### config.mk
export PLATFORM = sky130hd
export DESIGN_NAME = qsb_serial_bus_rx
export DESIGN_NICKNAME = d
export VERILOG_FILES = /design/src/rtl/qsb_pkg.sv /design/src/rtl/qsb_serial_bus_rx.sv
export SDC_FILE = /design/constraint.sdc
export NUM_CORES = 1
export LEC_CHECK = 0
export BUFFER_PORTS_ARGS = -buffer_cell sky130_fd_sc_hd__buf_2
export CAP_MARGIN = 0
export CORE_MARGIN = 3
export CORE_UTILIZATION = 51
export DETAILED_ROUTE_END_ITERATION = 8
export GPL_ROUTABILITY_DRIVEN = 0
export PLACE_DENSITY = 0.77
export SLEW_MARGIN = 10
export SYNTH_ARGS = -nofsm -noshare
export SYNTH_HDL_FRONTEND = slang
export SYNTH_SLANG_ARGS = --single-unit
### constraint.sdc
create_clock -name sys_clk -period 4.55 [get_ports sys_clk]
set_input_delay 0.455 -clock sys_clk [delete_from_list [all_inputs] [get_ports sys_clk]]
set_output_delay 0.455 -clock sys_clk [all_outputs]
set_load 0.005 [all_outputs]
### src/rtl/qsb_pkg.sv
/*
 * Shared constants and carrier types for the four-channel serial bus
 * interface. Assumes a 16-bit multiplexed backplane with octal-style
 * peripheral addressing and one UART per channel beside this block.
 */
package qsb_pkg;

    localparam int NUM_CH   = 4;
    localparam int NUM_SRC  = 8;
    localparam int DW       = 16;

    // Register select, address bits 2:1.
    localparam logic [1:0] REG_RX_CSR = 2'h0;
    localparam logic [1:0] REG_RX_BUF = 2'h1;
    localparam logic [1:0] REG_TX_CSR = 2'h2;
    localparam logic [1:0] REG_TX_BUF = 2'h3;

    // Address field positions.
    localparam int ADR_REG_LO  = 1;
    localparam int ADR_CH_LO   = 3;
    localparam int ADR_BASE_LO = 5;
    localparam int ADR_BASE_HI = 12;

    // Console block 177560..177566, compared on address bits 12:3.
    localparam logic [9:0] CONS_ADR_HI = 10'h3ee;
    localparam logic [1:0] CONS_CH     = 2'h3;

    // Control and status bit positions, shared by both CSRs.
    localparam int CSR_DONE = 7;
    localparam int CSR_IE   = 6;
    localparam int CSR_CMD  = 0;

    // Receive buffer error bits.
    localparam int BUF_ERR = 15;
    localparam int BUF_OVR = 14;
    localparam int BUF_FER = 13;
    localparam int BUF_PER = 12;

    // Vector layout and the fixed console vectors.
    localparam int VEC_DIR     = 2;
    localparam int VEC_CH_LO   = 3;
    localparam int VEC_BASE_LO = 5;
    localparam int VEC_SW_W    = 4;
    localparam logic [15:0] CONS_VEC_RX = 16'h0030;
    localparam logic [15:0] CONS_VEC_TX = 16'h0034;

    typedef struct packed {
        logic [1:0] len;      // 0:5 bits, 1:6, 2:7, 3:8
        logic       par_en;
        logic       par_odd;
        logic       two_stop;
    } qsb_fmt_t;

    typedef struct packed {
        logic       valid;    // One-cycle pulse when a character completes.
        logic [7:0] data;
        logic       parity;   // Parity bit as received.
        logic       stop_ok;
    } qsb_rx_char_t;

endpackage

### src/rtl/qsb_serial_bus_rx.sv
/*
 * Bus side of a four-channel serial line interface: address decode,
 * register file, receive status and buffer, interrupt priority and
 * vector supply. Assumes the bus pins are already synchronous to
 * sys_clk and active high, and that the UARTs deliver whole characters.
 */
`timescale 1ns/1ps

module qsb_serial_bus_rx #(
    parameter int SW_W = qsb_pkg::VEC_SW_W
) (
    input  wire logic                  sys_clk,
    input  wire logic                  srst,
    input  wire logic [15:0]           bdal_in,
    output logic      [15:0]           bdal_out,
    output logic                       bdal_oe,
    input  wire logic                  bsync,
    input  wire logic                  bdin,
    input  wire logic                  bdout,
    input  wire logic                  bbs7,
    input  wire logic                  binit,
    input  wire logic                  biak_in,
    output logic                       biak_out,
    output logic                       birq,
    output logic                       bus_reply_strobe,
    input  wire logic [7:0]            address_base_switches,
    input  wire logic [SW_W-1:0]       vector_base_switches,
    input  wire logic                  console_mode,
    input  wire qsb_pkg::qsb_fmt_t     fmt [qsb_pkg::NUM_CH],
    input  wire qsb_pkg::qsb_rx_char_t rx_char [qsb_pkg::NUM_CH],
    input  wire logic [3:0]            tx_ready,
    output logic      [3:0]            reader_advance,
    output logic      [3:0]            tx_break,
    output logic      [3:0]            tx_load,
    output logic      [7:0]            tx_data
);

    ////////////////////////////////////////////////////////////////////////

    typedef struct packed {
        logic        sync_q;
        logic        sel;
        logic [1:0]  ch;
        logic [1:0]  rsel;
        logic        reply;
        logic        oe;
        logic [15:0] dout;
        logic        iak_busy;
        logic [3:0]  done;
        logic [3:0]  rx_ie;
        logic [3:0]  tx_ie;
        logic [3:0]  brk;
        logic [3:0]  ovr;
        logic [3:0]  fer;
        logic [3:0]  per;
        logic [31:0] data;
        logic [7:0]  arm;     // Previous flag-and-enable, for edge start.
        logic [7:0]  req;     // 7..4 receivers ch4..1, 3..0 transmitters.
        logic [3:0]  adv;
        logic [3:0]  load;
        logic [7:0]  txd;
    } qsb_state_t;

    qsb_state_t st_q;
    qsb_state_t st_d;

    logic [7:0]  flag;
    logic        hit;
    logic [1:0]  hit_ch;
    logic [2:0]  win;
    logic [15:0] vec;
    logic [15:0] rdata;

    ////////////////////////////////////////////////////////////////////////
    // Address decode on the leading edge of the address strobe.

    always_comb begin
        logic cons_hit;
        logic blk_hit;
        cons_hit = 1'b0;
        blk_hit  = 1'b0;
        cons_hit = console_mode && bbs7 &&
                   bdal_in[12:3] == qsb_pkg::CONS_ADR_HI;
        blk_hit  = bbs7 && bdal_in[qsb_pkg::ADR_BASE_HI:
                                   qsb_pkg::ADR_BASE_LO]
                   == address_base_switches;
        // In console mode the last channel leaves the switch block.
        if (console_mode &&
            bdal_in[qsb_pkg::ADR_CH_LO +: 2] == qsb_pkg::CONS_CH) begin
            blk_hit = 1'b0;
        end
        hit    = cons_hit || blk_hit;
        hit_ch = cons_hit ? qsb_pkg::CONS_CH
                          : bdal_in[qsb_pkg::ADR_CH_LO +: 2];
    end

    ////////////////////////////////////////////////////////////////////////
    // Interrupt sources, priority and vector.

    always_comb begin
        for (int c = 0; c < qsb_pkg::NUM_CH; c++) begin
            flag[4 + c] = st_q.done[c] && st_q.rx_ie[c];
            flag[c]     = tx_ready[c] && st_q.tx_ie[c];
        end
    end

    always_comb begin
        win = 3'h0;
        // Highest index wins: receivers ch4..1, then transmitters.
        for (int s = 0; s < qsb_pkg::NUM_SRC; s++) begin
            if (st_q.req[s]) begin
                win = 3'(s);
            end
        end
    end

    always_comb begin
        vec = '0;
        vec[qsb_pkg::VEC_BASE_LO +: SW_W] = vector_base_switches;
        vec[qsb_pkg::VEC_CH_LO +: 2]      = win[1:0];
        vec[qsb_pkg::VEC_DIR]             = ~win[2];
        if (console_mode && win[1:0] == qsb_pkg::CONS_CH) begin
            vec = win[2] ? qsb_pkg::CONS_VEC_RX
                         : qsb_pkg::CONS_VEC_TX;
        end
    end

    ////////////////////////////////////////////////////////////////////////
    // Register read mux.

    always_comb begin
        logic [7:0] d;
        d     = st_q.data[st_q.ch*8 +: 8];
        rdata = '0;
        case (st_q.rsel)
            qsb_pkg::REG_RX_CSR: begin
                rdata[qsb_pkg::CSR_DONE] = st_q.done[st_q.ch];
                rdata[qsb_pkg::CSR_IE]   = st_q.rx_ie[st_q.ch];
            end
            qsb_pkg::REG_RX_BUF: begin
                rdata[7:0] = d;
                rdata[qsb_pkg::BUF_OVR] = st_q.ovr[st_q.ch];
                rdata[qsb_pkg::BUF_FER] = st_q.fer[st_q.ch];
                rdata[qsb_pkg::BUF_PER] = st_q.per[st_q.ch];
                rdata[qsb_pkg::BUF_ERR] = st_q.ovr[st_q.ch] |
                                          st_q.fer[st_q.ch] |
                                          st_q.per[st_q.ch];
            end
            qsb_pkg::REG_TX_CSR: begin
                rdata[qsb_pkg::CSR_DONE] = tx_ready[st_q.ch];
                rdata[qsb_pkg::CSR_IE]   = st_q.tx_ie[st_q.ch];
                rdata[qsb_pkg::CSR_CMD]  = st_q.brk[st_q.ch];
            end
            default: begin
                rdata = '0;
            end
        endcase
    end

    ////////////////////////////////////////////////////////////////////////
    // Next state.

    always_comb begin
        logic [7:0] mask;
        logic       nparity;
        st_d       = st_q;
        mask       = 8'h00;
        nparity    = 1'b0;
        st_d.adv   = '0;
        st_d.load  = '0;
        st_d.sync_q = bsync;

        // Bus cycle framing and slave transfer.
        if (bsync && !st_q.sync_q) begin
            st_d.sel  = hit;
            st_d.ch   = hit_ch;
            st_d.rsel = bdal_in[qsb_pkg::ADR_REG_LO +: 2];
        end
        if (!bsync) begin
            st_d.sel = 1'b0;
        end

        if (st_q.sel && bdin && !st_q.reply) begin
            st_d.reply = 1'b1;
            st_d.oe    = 1'b1;
            st_d.dout  = rdata;
            if (st_q.rsel == qsb_pkg::REG_RX_BUF) begin
                st_d.done[st_q.ch] = 1'b0;
            end
        end
        if (st_q.sel && bdout && !st_q.reply) begin
            st_d.reply = 1'b1;
            case (st_q.rsel)
                qsb_pkg::REG_RX_CSR: begin
                    st_d.rx_ie[st_q.ch] = bdal_in[qsb_pkg::CSR_IE];
                    if (bdal_in[qsb_pkg::CSR_CMD]) begin
                        st_d.adv[st_q.ch]  = 1'b1;
                        st_d.done[st_q.ch] = 1'b0;
                    end
                end
                qsb_pkg::REG_TX_CSR: begin
                    st_d.tx_ie[st_q.ch] = bdal_in[qsb_pkg::CSR_IE];
                    st_d.brk[st_q.ch]   = bdal_in[qsb_pkg::CSR_CMD];
                end
                qsb_pkg::REG_TX_BUF: begin
                    st_d.load[st_q.ch] = 1'b1;
                    st_d.txd           = bdal_in[7:0];
                end
                default: begin
                    st_d.reply = 1'b1;
                end
            endcase
        end

        // Interrupt acknowledge: serve the single winning source.
        if (!bsync && bdin && biak_in && !st_q.iak_busy &&
            |st_q.req) begin
            st_d.iak_busy  = 1'b1;
            st_d.reply     = 1'b1;
            st_d.oe        = 1'b1;
            st_d.dout      = vec;
            st_d.req[win]  = 1'b0;
        end
        if (!biak_in && !bdin) begin
            st_d.iak_busy = 1'b0;
        end
        if (!bdin && !bdout) begin
            st_d.reply = 1'b0;
            st_d.oe    = 1'b0;
        end

        // Requests start on the rising edge of flag-and-enable only.
        st_d.arm = flag;
        for (int s = 0; s < qsb_pkg::NUM_SRC; s++) begin
            if (!flag[s]) begin
                st_d.req[s] = 1'b0;
            end else if (!st_q.arm[s]) begin
                st_d.req[s] = 1'b1;
            end
        end

        // Character completion; a new character wins over a same-cycle
        // bus clear, but binit wins over it. Overrun is set by any completion that finds done still set,
        // however soon after the previous character it arrives.
        for (int c = 0; c < qsb_pkg::NUM_CH; c++) begin
            if (rx_char[c].valid) begin
                mask = 8'hff >> (2'h3 - fmt[c].len);
                st_d.data[c*8 +: 8] = rx_char[c].data & mask;
                nparity = ^(rx_char[c].data & mask) ^ rx_char[c].parity;
                st_d.ovr[c]  = st_q.done[c];
                st_d.fer[c]  = !rx_char[c].stop_ok;
                st_d.per[c]  = fmt[c].par_en &&
                               (nparity != fmt[c].par_odd);
                st_d.done[c] = 1'b1;
            end
        end

        if (binit) begin
            st_d.done  = '0;
            st_d.rx_ie = '0;
            st_d.tx_ie = '0;
            st_d.brk   = '0;
            st_d.ovr   = '0;
            st_d.fer   = '0;
            st_d.per   = '0;
            st_d.req   = '0;
            st_d.arm   = '0;
        end
    end

    always_ff @(posedge sys_clk) begin
        if (srst) begin
            st_q <= '0;
        end else begin
            st_q <= st_d;
        end
    end

    ////////////////////////////////////////////////////////////////////////

    assign bdal_out         = st_q.dout;
    assign bdal_oe          = st_q.oe;
    assign bus_reply_strobe = st_q.reply;
    assign birq             = |st_q.req;
    // Grant passes on only when nothing here is pending or being served.
    assign biak_out         = biak_in && !(|st_q.req) && !st_q.iak_busy;
    assign reader_advance   = st_q.adv;
    assign tx_break         = st_q.brk;
    assign tx_load          = st_q.load;
    assign tx_data          = st_q.txd;

endmodule

# After elaboration in Yosys (flattened, before gate mapping)
# Index checks and enable logic that the tools add are counted.
[word_totals] reg_bits=117 wordCells=231
[classes] addsub=4 order_cmp=4 eq_ne=19 shift=5 mux=60 bitwise=29 n_reduce_logical=70
[ops] cell="AND 8 bit" n=5
[ops] cell="logical AND 1 bit" n=32
[ops] cell="parity 8 bit" n=4
[ops] cell="indexed part select 32 x 6 -> 8 bit" n=1
[ops] cell=">> shifter 8 x 2 -> 8 bit (first input constant)" n=4
[ops] cell="OR reduction 3 bit" n=9
[ops] cell="two-way mux 1 bit" n=25
[ops] cell="two-way mux 8 bit" n=3
[ops] cell="two-way mux 3 bit" n=7
[ops] cell="two-way mux 19 bit" n=1
[ops] cell="two-way mux 18 bit" n=1
[ops] cell="binary-select mux 1 bit (select 2 bit)" n=8
[ops] cell="two-way mux 16 bit" n=1
[ops] cell="two-way mux 4 bit" n=4
[ops] cell="inequality test 2 x 1 -> 1 bit (second input constant)" n=8
[ops] cell="inverter 1 bit" n=14
[ops] cell="bitwise mux 4 bit" n=3
[ops] cell="logical NOT 1 bit" n=12
[ops] cell="== test 10 bit (second input constant)" n=1
[ops] cell="two-way mux 9 bit" n=1
[ops] cell="AND 4 bit" n=2
[ops] cell="== test 2 bit (second input constant)" n=4
[ops] cell="== test 8 bit" n=1
[ops] cell="inverter 8 bit" n=1
[ops] cell="24 further kinds" n=39

# Logic depth before layout (Yosys ltp)
# Gate-level depths: netlist of the first run.
[logic_depth] ltp_word=15 ltp_mapped=8 mapped_depth_nobuf=6

# Worst setup path before layout of the first run
# No wires, ideal clock.
[synth_timing] path_type="input port to flip-flop" startpoint="in bsync" endpoint="reg st_q[16] (netlist bit)" setup_ns=0.127 arrival_ns=1.606 t_required_ns=4.423 path_slack_ns=2.817 path_stages=5 path_cell_list="and4bb_1 nand2_1 or4_4 o41ai_1 a21boi_1"
[synth_via] elab_chain_cells=6
[synth_rtl] item="from (decl)" line_no="qsb_serial_bus_rx.sv:17" rtl="input wire logic bsync,"
[synth_rtl] item="logical NOT 1 bit" line_no="qsb_serial_bus_rx.sv:216" rtl="if (!bsync && bdin && biak_in && !st_q.iak_busy &&"
[synth_rtl] item="logical AND 1 bit (4 in series)" line_no="qsb_serial_bus_rx.sv:216"
[synth_rtl] item="inequality test 2 x 1 -> 1 bit (no line)"
[synth_rtl] item="to (signal assigned)" line_no="qsb_serial_bus_rx.sv:275" rtl="st_q <= st_d;"
[synth_rtl] item="to (decl)" line_no="qsb_serial_bus_rx.sv:64" rtl="qsb_state_t st_q;"
# No other way between the ends.
# A chain may end at the register's enable or synchronous reset.

# Final worst setup path of the first run
[layout_timing] startpoint="reg st_q[113] (netlist bit)" endpoint="reg st_q (netlist bit bdal_out[6])"
[layout_via] elab_chain_cells=5 word_cells_on_any_way=8 cone_classes="1 x shift; 7 x mux"
[layout_rtl] item="branches (longest 2 deep; another with indexed part select 32 x 6 -> 8 bit)"
[layout_rtl] item="one-hot mux 2 bit (3 select lines) *" line_no="qsb_serial_bus_rx.sv:135" rtl="case (st_q.rsel)"
[layout_rtl] item="two-way mux 18 bit *" line_no="qsb_serial_bus_rx.sv:183" rtl="if (st_q.sel && bdin && !st_q.reply) begin"
[layout_rtl] item="two-way mux 19 bit *" line_no="qsb_serial_bus_rx.sv:216"
# Every way passes the cells marked *. The select of a mux whose other input is x is not followed.

==> summary.txt, run 1 <==
Clock network
  • CTS max path bufs: 2
  • H-tree depth: 4
  • Hold_buf cts: 0
  • Worst-path clk slew: 60 ps
  • Setup Buffers After CTS: 0
  • CTS root buffer: clkbuf_8
  • PostCTS Resize Cnt: 0
  • Clk sinks: 114
  • Num CTS Buffers: 17
  • Worst skew pair latency: 510 ps
  • CTS tree: done

STA
  • Setup TNS: 0 ps
  • Slew margin rel.: 37.1%
  • Final Skew: 9.37 ps
  • Max Slew Vio Count: 0
  • RSZ-0062 raised after global routing: false
  • Tcrit/Tclk final: 55.9%
  • Hold Violations, Final: 0
  • # setup viols final: 0
  • Tmin final: 2540 ps
  • Worst slew pin tran: 939 ps
  • Fmax: 393 MHz

Pwr
  • Gate power share: 9.9%
  • P_sw: 0.608 mW
  • Peak VDD IR: 0.000253 V
  • Total power: 2.60 mW
  • Int Power: 1.99 mW
  • Sw frac: 23.4%
  • Clock power share: 49.8%
  • Leakage: 2.79 nW
  • Pwr dens: 393 nW/um^2
  • Seq pwr share: 40.3%

Routing
  • Routed wire length: 14200 um
  • Vias: 4774
  • DRC errors left: 0
  • Drt pass-1 iters: 7
  • Routed Antenna Nets: 0
  • Vias per inst: 5.66
  • Starting DRT DRC Count: 366
  • WL/cell: 16.8 um

GRT
  • Total GRT Usage: 23.4%
  • GR Overflow Total: 0
  • Number of global-route vias before repair: 4793
  • Antenna violations before repair: 0
  • First-pass GRT wire length: 23300 um
  • Largest net degree at the start of global routing: 62

Floorplan
  • Core Area: 10500 um^2
  • Die Ht: 110 um
  • Number of I/O pins: 145
  • # rows: 37
  • Starting Density: 53.2%
  • Die Width: 110 um
  • Full die area: 12200 um^2

Synth
  • Synth Register Bits: 114
  • Cell taking the most area after synthesis: dfxtp_1
  • Netlist Area Pre-Place: 5560 um^2
  • Asr flop ratio synth: 0%
  • Post-synth top flop: dfxtp_1
  • Mapped Cells: 599
  • Sequential fraction of the synthesis area: 41.0%
  • Synth top area cells: dfxtp_1 41%, mux2i_1 5.9%, nor2_1 5.3%
  • Post-synth EDFFs: 0
  • Mean post-synth cell area: 9.28 um^2
  • Synth top area share: 41.0%
  • Synth cell types: 63
  • Yosys warning count: 0

Worst setup path
  • Setup Crit Path Kind: reg2reg
  • Critical Path RT: 4930 ps
  • CP startpoint kind: flip-flop
  • Crit-path max FO: 19
  • CP endpoint kind: flip-flop
  • Arrival time at the worst endpoint: 2920 ps
  • Flop2flop setup slack: 2010 ps

Worst hold path
  • Hold Crit Class: in2reg

Run status
  • Status: completed

Cells and area
  • # fillers: 881
  • Sequential Area: 2280 um^2
  • Area growth syn-to-layout: 18.8%
  • Ratio of cells with drive above 1 in the final layout: 27.2%
  • Multi-input logic area: 2830 um^2
  • Diode count: 0
  • Final nets: 804

Place
  • Port bufs: 134
  • Hpwl dp: 10600 um

Job
  • Max-Cap Viols: 0
[synth_stat cells, drive strengths merged, types with 2 or more instances]
cell / n
and3: 9
a31oi: 3
a21oi: 39
nand4b: 4
a21o: 2
a211o: 2
mux4: 16
inv: 10
o21ai: 13
o41ai: 3
nand2b: 7
a21boi: 8
dfxtp: 114
a22o: 3
xnor2: 26
a2111oi: 2
a211oi: 5
nand3: 13
o211ai: 6
nor3b: 3
nand2: 54
mux2: 2
a22oi: 6
nand3b: 2
nor2b: 5
ha: 5
nor3: 10
nand4: 7
xor2: 12
mux2i: 33
and2: 2
nor4: 4
clkbuf: 17
and3b: 3
buf: 47
a32oi: 4
or3: 2
nor2: 80
[through the flow]
step / instances / setup WS [ps] / util, % / hold slack [ps] / area (um^2)
after CTS: 843 / 2020 / 63.2 / 104 / 6610
final: 843 / 2010 / 63.2 / 124 / 6610
after floorplan: 601 / 2820 / - / 384 / 5570
after global routing: 843 / 1840 / 63.2 / 103 / 6610
after detailed placement: 811 / 2050 / 57.5 / 394 / 6020
after global placement: 811 / 2090 / 57.5 / 387 / 6020
[power groups by stage]
stage | clock, mW | combinational (mW) | sequential (mW)
floorplan | 0 | 0.167 | 1.05
global placement | 0 | 0.245 | 1.07
detailed placement | 0 | 0.253 | 1.07
CTS | 1.30 | 0.255 | 1.05
global route | 1.36 | 0.278 | 1.05
finish | 1.30 | 0.256 | 1.05
[final timing paths]
check              startpoint  cells past startpoint     endpoint
setup / recovery    st_q[113]                      4  bdal_out[6]
hold / removal    rx_char[22]                      2     st_q[69]
setup reg to reg    st_q[113]                      4  bdal_out[6]
hold reg to reg      st_q[27]                      1     st_q[19]
[cell families (layout without fill, tap and decap cells)]
group / Yosys count / after routing / share of synthesized area [%]
multiplexers: 51 / 51 / 13.0
other: 1 / 3 / 0.0674
AND/OR/NAND/NOR: 212 / 212 / 18.3
AO/OA/AOI/OAI: 104 / 104 / 12.2
XOR/XNOR: 38 / 38 / 5.98
adder cells (fa/ha/maj): 5 / 5 / 1.12
flip-flops: 114 / 114 / 41.0
buffers and inverters: 74 / 180 / 8.26
[metal layers]
metal / vias to the layer above / global-route usage (%) / wire length (um)
met1: 2270 / 27.5 / 5670
met2: 210 / 40.5 / 7130
met3: 23 / 6.79 / 1140
li1: 2271 / - / -
met5: - / 0 / 0
met4: 0 / 8.62 / 254
[worst max-delay path, stage by stage (launching register included)]
cell       delay (ps)
dfxtp_1           920
mux4_2            590
a22o_1            240
a2111oi_1         530
nor4_1            110
[cell usage in the layout (no fill, tap or decap), types with 7 or more instances in the layout]
| cell | netlist | final |
|---|---|---|
| mux2i_1 | 33 | 33 |
| and3_1 | 9 | 9 |
| nand3_1 | 13 | 13 |
| dfxtp_1 | 114 | 114 |
| inv_1 | 10 | 10 |
| mux4_2 | 13 | 13 |
| nor3_1 | 10 | 10 |
| nand4_1 | 7 | 7 |
| nor2_1 | 79 | 79 |
| xor2_1 | 12 | 12 |
| buf_2 | 3 | 134 |
| xnor2_1 | 26 | 26 |
| nand2_1 | 54 | 54 |
| nand2b_1 | 7 | 7 |
| a21oi_1 | 39 | 39 |
| o21ai_0 | 13 | 13 |
| clkbuf_16 | 0 | 16 |
[area by class of cell]
cell class                      instances  area share, %
Multi-Input combinational cell        413           42.8
Inverter                               10          0.568
Clock inverter                          9           1.55
Timing Repair Buffer                  138           10.6
Tap cell                              136           2.58
Sequential cell                       114           34.5
Clock buffer                           23           7.37
(Power assumes the default switching activity.)
==> inputs of run 2 (changes only) <==
- CORE_UTILIZATION: 51 -> 48
- PLACE_DENSITY: 0.77 -> 0.76
- clock period: 4.55 -> 2.2 ns (I/O delays scaled with it)
==> run 2 against run 1 <==
Clock power up 120%; wire length up 1.8%; final cell count grew 1.3%; fmax is 27% higher; clock skew up 1.8 ps; via count is 0.21% higher; critical endpoint is now bdal_out[15]; largest cell class unchanged.
==> summary.txt, run 2 (synthesis results as in run 1) <==
Clock network
  • Setup Buffers After CTS: 0 (unchanged)
  • Num CTS Buffers: 17 (unchanged)
  • Worst-path clk slew: 50 ps (about the same)
  • CTS max path bufs: 2 (unchanged)
  • CTS root buffer: clkbuf_16
  • H-tree depth: 4 (unchanged)
  • Worst skew pair latency: 410 ps (-100 ps)
  • Clk sinks: 114 (unchanged)
  • CTS tree: done

Worst setup path
  • CP max stage delay: 540 ps (-380 ps)
  • Critical path's top delay family: multiplexers
  • WP buf/inv: 1 (+1)
  • CP startpoint kind: flip-flop
  • Arrival time at the worst endpoint: 2270 ps (-650 ps)
  • Reg2reg start: st_q[113]
  • Reg2Reg Depth: 6 (+2)
  • Slowest-stage cell, CP: mux4_2
  • Flop2flop setup slack: 200 ps (-1810 ps)
  • Cell mode on critical path: nor3_1
  • Crit-path max FO: 11 (-8)
  • CP endpoint kind: flip-flop
  • Setup Crit Path Kind: reg2reg
  • Reg-to-reg endpoint: bdal_out[15]
  • Critical Path RT: 2470 ps (-2460 ps)
  • Cells along the critical path: buf_4 > mux4_2 > nor3_1 > nor2_1 > a21oi_1 > nor3_1

Floorplan
  • Core Area: 11100 um^2 (+5.9%)
  • Starting Density: 50.2% (-3.0 points)
  • Die Width: 114 um (+2.9%)
  • Full die area: 12900 um^2 (+5.9%)
  • Die Ht: 114 um (+2.9%)
  • Number of I/O pins: 145 (unchanged)
  • # rows: 38 (+2.7%)

GRT
  • GR Overflow Total: 0 (unchanged)
  • Antenna violations before repair: 0 (unchanged)
  • Largest net degree at the start of global routing: 47 (-24%)
  • First-pass GRT wire length: 23000 um (-1.4%)
  • Total GRT Usage: 22.6% (-0.87 points)
  • Number of global-route vias before repair: 4761 (-0.67%)

Routing
  • Met2 wire length: 6890 um (-3.3%)
  • Routed Antenna Nets: 0 (unchanged)
  • Vias: 4784 (+0.21%)
  • Routed wire length: 14400 um (+1.8%)
  • Vias per inst: 5.60 (-1.1%)
  • Starting DRT DRC Count: 371 (+1.4%)
  • Drt pass-1 iters: 5 (-2)
  • Met3 WL post-DR: 1150 um (+0.26%)
  • Highest metal used: met4
  • Met1 WL: 5980 um (+5.6%)
  • DRC errors left: 0 (unchanged)
  • WL/cell: 16.9 um (+0.46%)

Cells and area
  • Area growth syn-to-layout: 20.6%
  • Final nets: 811 (+0.87%)
  • Ratio of cells with drive above 1 in the final layout: 27.3% (+0.15 points)
  • Fin cells: 854 (+1.3%)
  • Most common cell after layout, fill and taps aside: buf_2
  • Highest-count cells in the layout ignoring fill and taps: 134 x buf_2, 113 x dfxtp_1, 79 x nor2_1
  • Diode count: 0 (unchanged)

Pwr
  • Peak VDD IR: 0.000442 V (+75%)
  • Leakage: 2.83 nW (+1.5%)
  • Pwr dens: 828 nW/um^2 (+110%)

STA
  • RSZ-0062 raised after global routing: false
  • Final Skew: 11.2 ps (+1.82 ps)
  • Fmax: 499 MHz (+27%)
  • Setup TNS: 0 ps (unchanged)
  • Hold Violations, Final: 0 (unchanged)
  • Worst slew pin tran: 703 ps (-236 ps)
  • Tcrit/Tclk final: 91.1% (+35 points)
  • # setup viols final: 0 (unchanged)
  • Tmin final: 2000 ps (-540 ps)
  • Slew margin rel.: 52.9% (+16 points)
  • Max Slew Vio Count: 0 (unchanged)

Worst hold path
  • WHS Endpoint: st_q[70]
  • HP Start: rx_char[11]
  • Hold Crit Class: in2reg
  • Hold path depth: 2 (unchanged)

Place
  • Port bufs: 134 (unchanged)
  • Placed Instances: 820 (+1.1%)
  • Hpwl dp: 10800 um (+2.4%)

Job
  • Max-Cap Viols: 0 (unchanged)

Run status
  • Status: completed
run 2: changes by cell type in the layout (fill, tap and decap cells not counted):
cell           delta
bufinv_16         +2
dfxtp_1           -1
dfxtp_2           +1
dlygate4sd3_1     +2
clkbuf_1          +3
clkbuf_8          -5
buf_4             +4
buf_12            +1
clkinv_2          -1
clkbuf_16         +1
run 2: worst register-to-register path, delay by kind of cell (launching register included):
kind	cells	cell delay (ps)
DFF	1	480
and+or+nand+nor	3	440
muxes	1	540
AOI/OAI and AO/OA	1	120
buffers and inverters	1	280
run 2: routing by layer:
metal	GRT usage [%]	up-vias
met3	5.57	33
met5	0	-
met1	27.1	2255
met2	37.9	214
met4	10.7	0
li1	-	2282
run 2: worst max-delay path by stage:
stage / from / to / slack (ps) / cells past startpoint
floorplan: st_q[113] / bdal_out[7] / 500 / 5
global placement: st_q[113] / bdal_out[15] / 100 / 6
detailed placement: st_q[113] / bdal_out[15] / 80 / 6
CTS: st_q[113] / bdal_out[15] / 60 / 6
global route: st_q[113] / bdal_out[15] / 80 / 6
finish: st_q[113] / bdal_out[15] / 200 / 6
run 2: report_power, final:
part | internal, mW | switching [mW]
registers | 2.12 | 0.0395
clock network | 1.92 | 0.928
logic | 0.257 | 0.296
total | 4.29 | 1.26
run 2: what timing repair did:
action                     4_1_cts  5_1_grt
setup endpoints to repair        0        1
hold buffers                     2        0
gates resized for setup          0        1
hold endpoints to repair         2        0
run 2: layout make-up:
type | instances | area (um^2)
Inverter | 10 | 37.5
Tap cell | 140 | 175
Clock buffer | 22 | 454
Multi-Input combinational cell | 413 | 2830
Fill cell | 913 | 4370
Sequential cell | 114 | 2280
Timing Repair Buffer | 145 | 771
Clock inverter | 10 | 158
run 2: metrics by stage:
| step | power, mW | area [um^2] | setup WS, ps | hold WS, ps | utilization, % |
|---|---|---|---|---|---|
| 2_1_floorplan | 2.53 | 5570 | 495 | 319 | - |
| 3_3_place_gp | 2.72 | 6070 | 99.3 | 387 | 54.8 |
| 3_5_place_dp | 2.74 | 6070 | 82.8 | 400 | 54.8 |
| 4_1_cts | 5.57 | 6710 | 61.8 | 3.49 | 60.5 |
| 5_1_grt | 5.74 | 6710 | 75.2 | 8.37 | 60.5 |
| 6_report | 5.55 | 6710 | 196 | 12.6 | 60.5 |
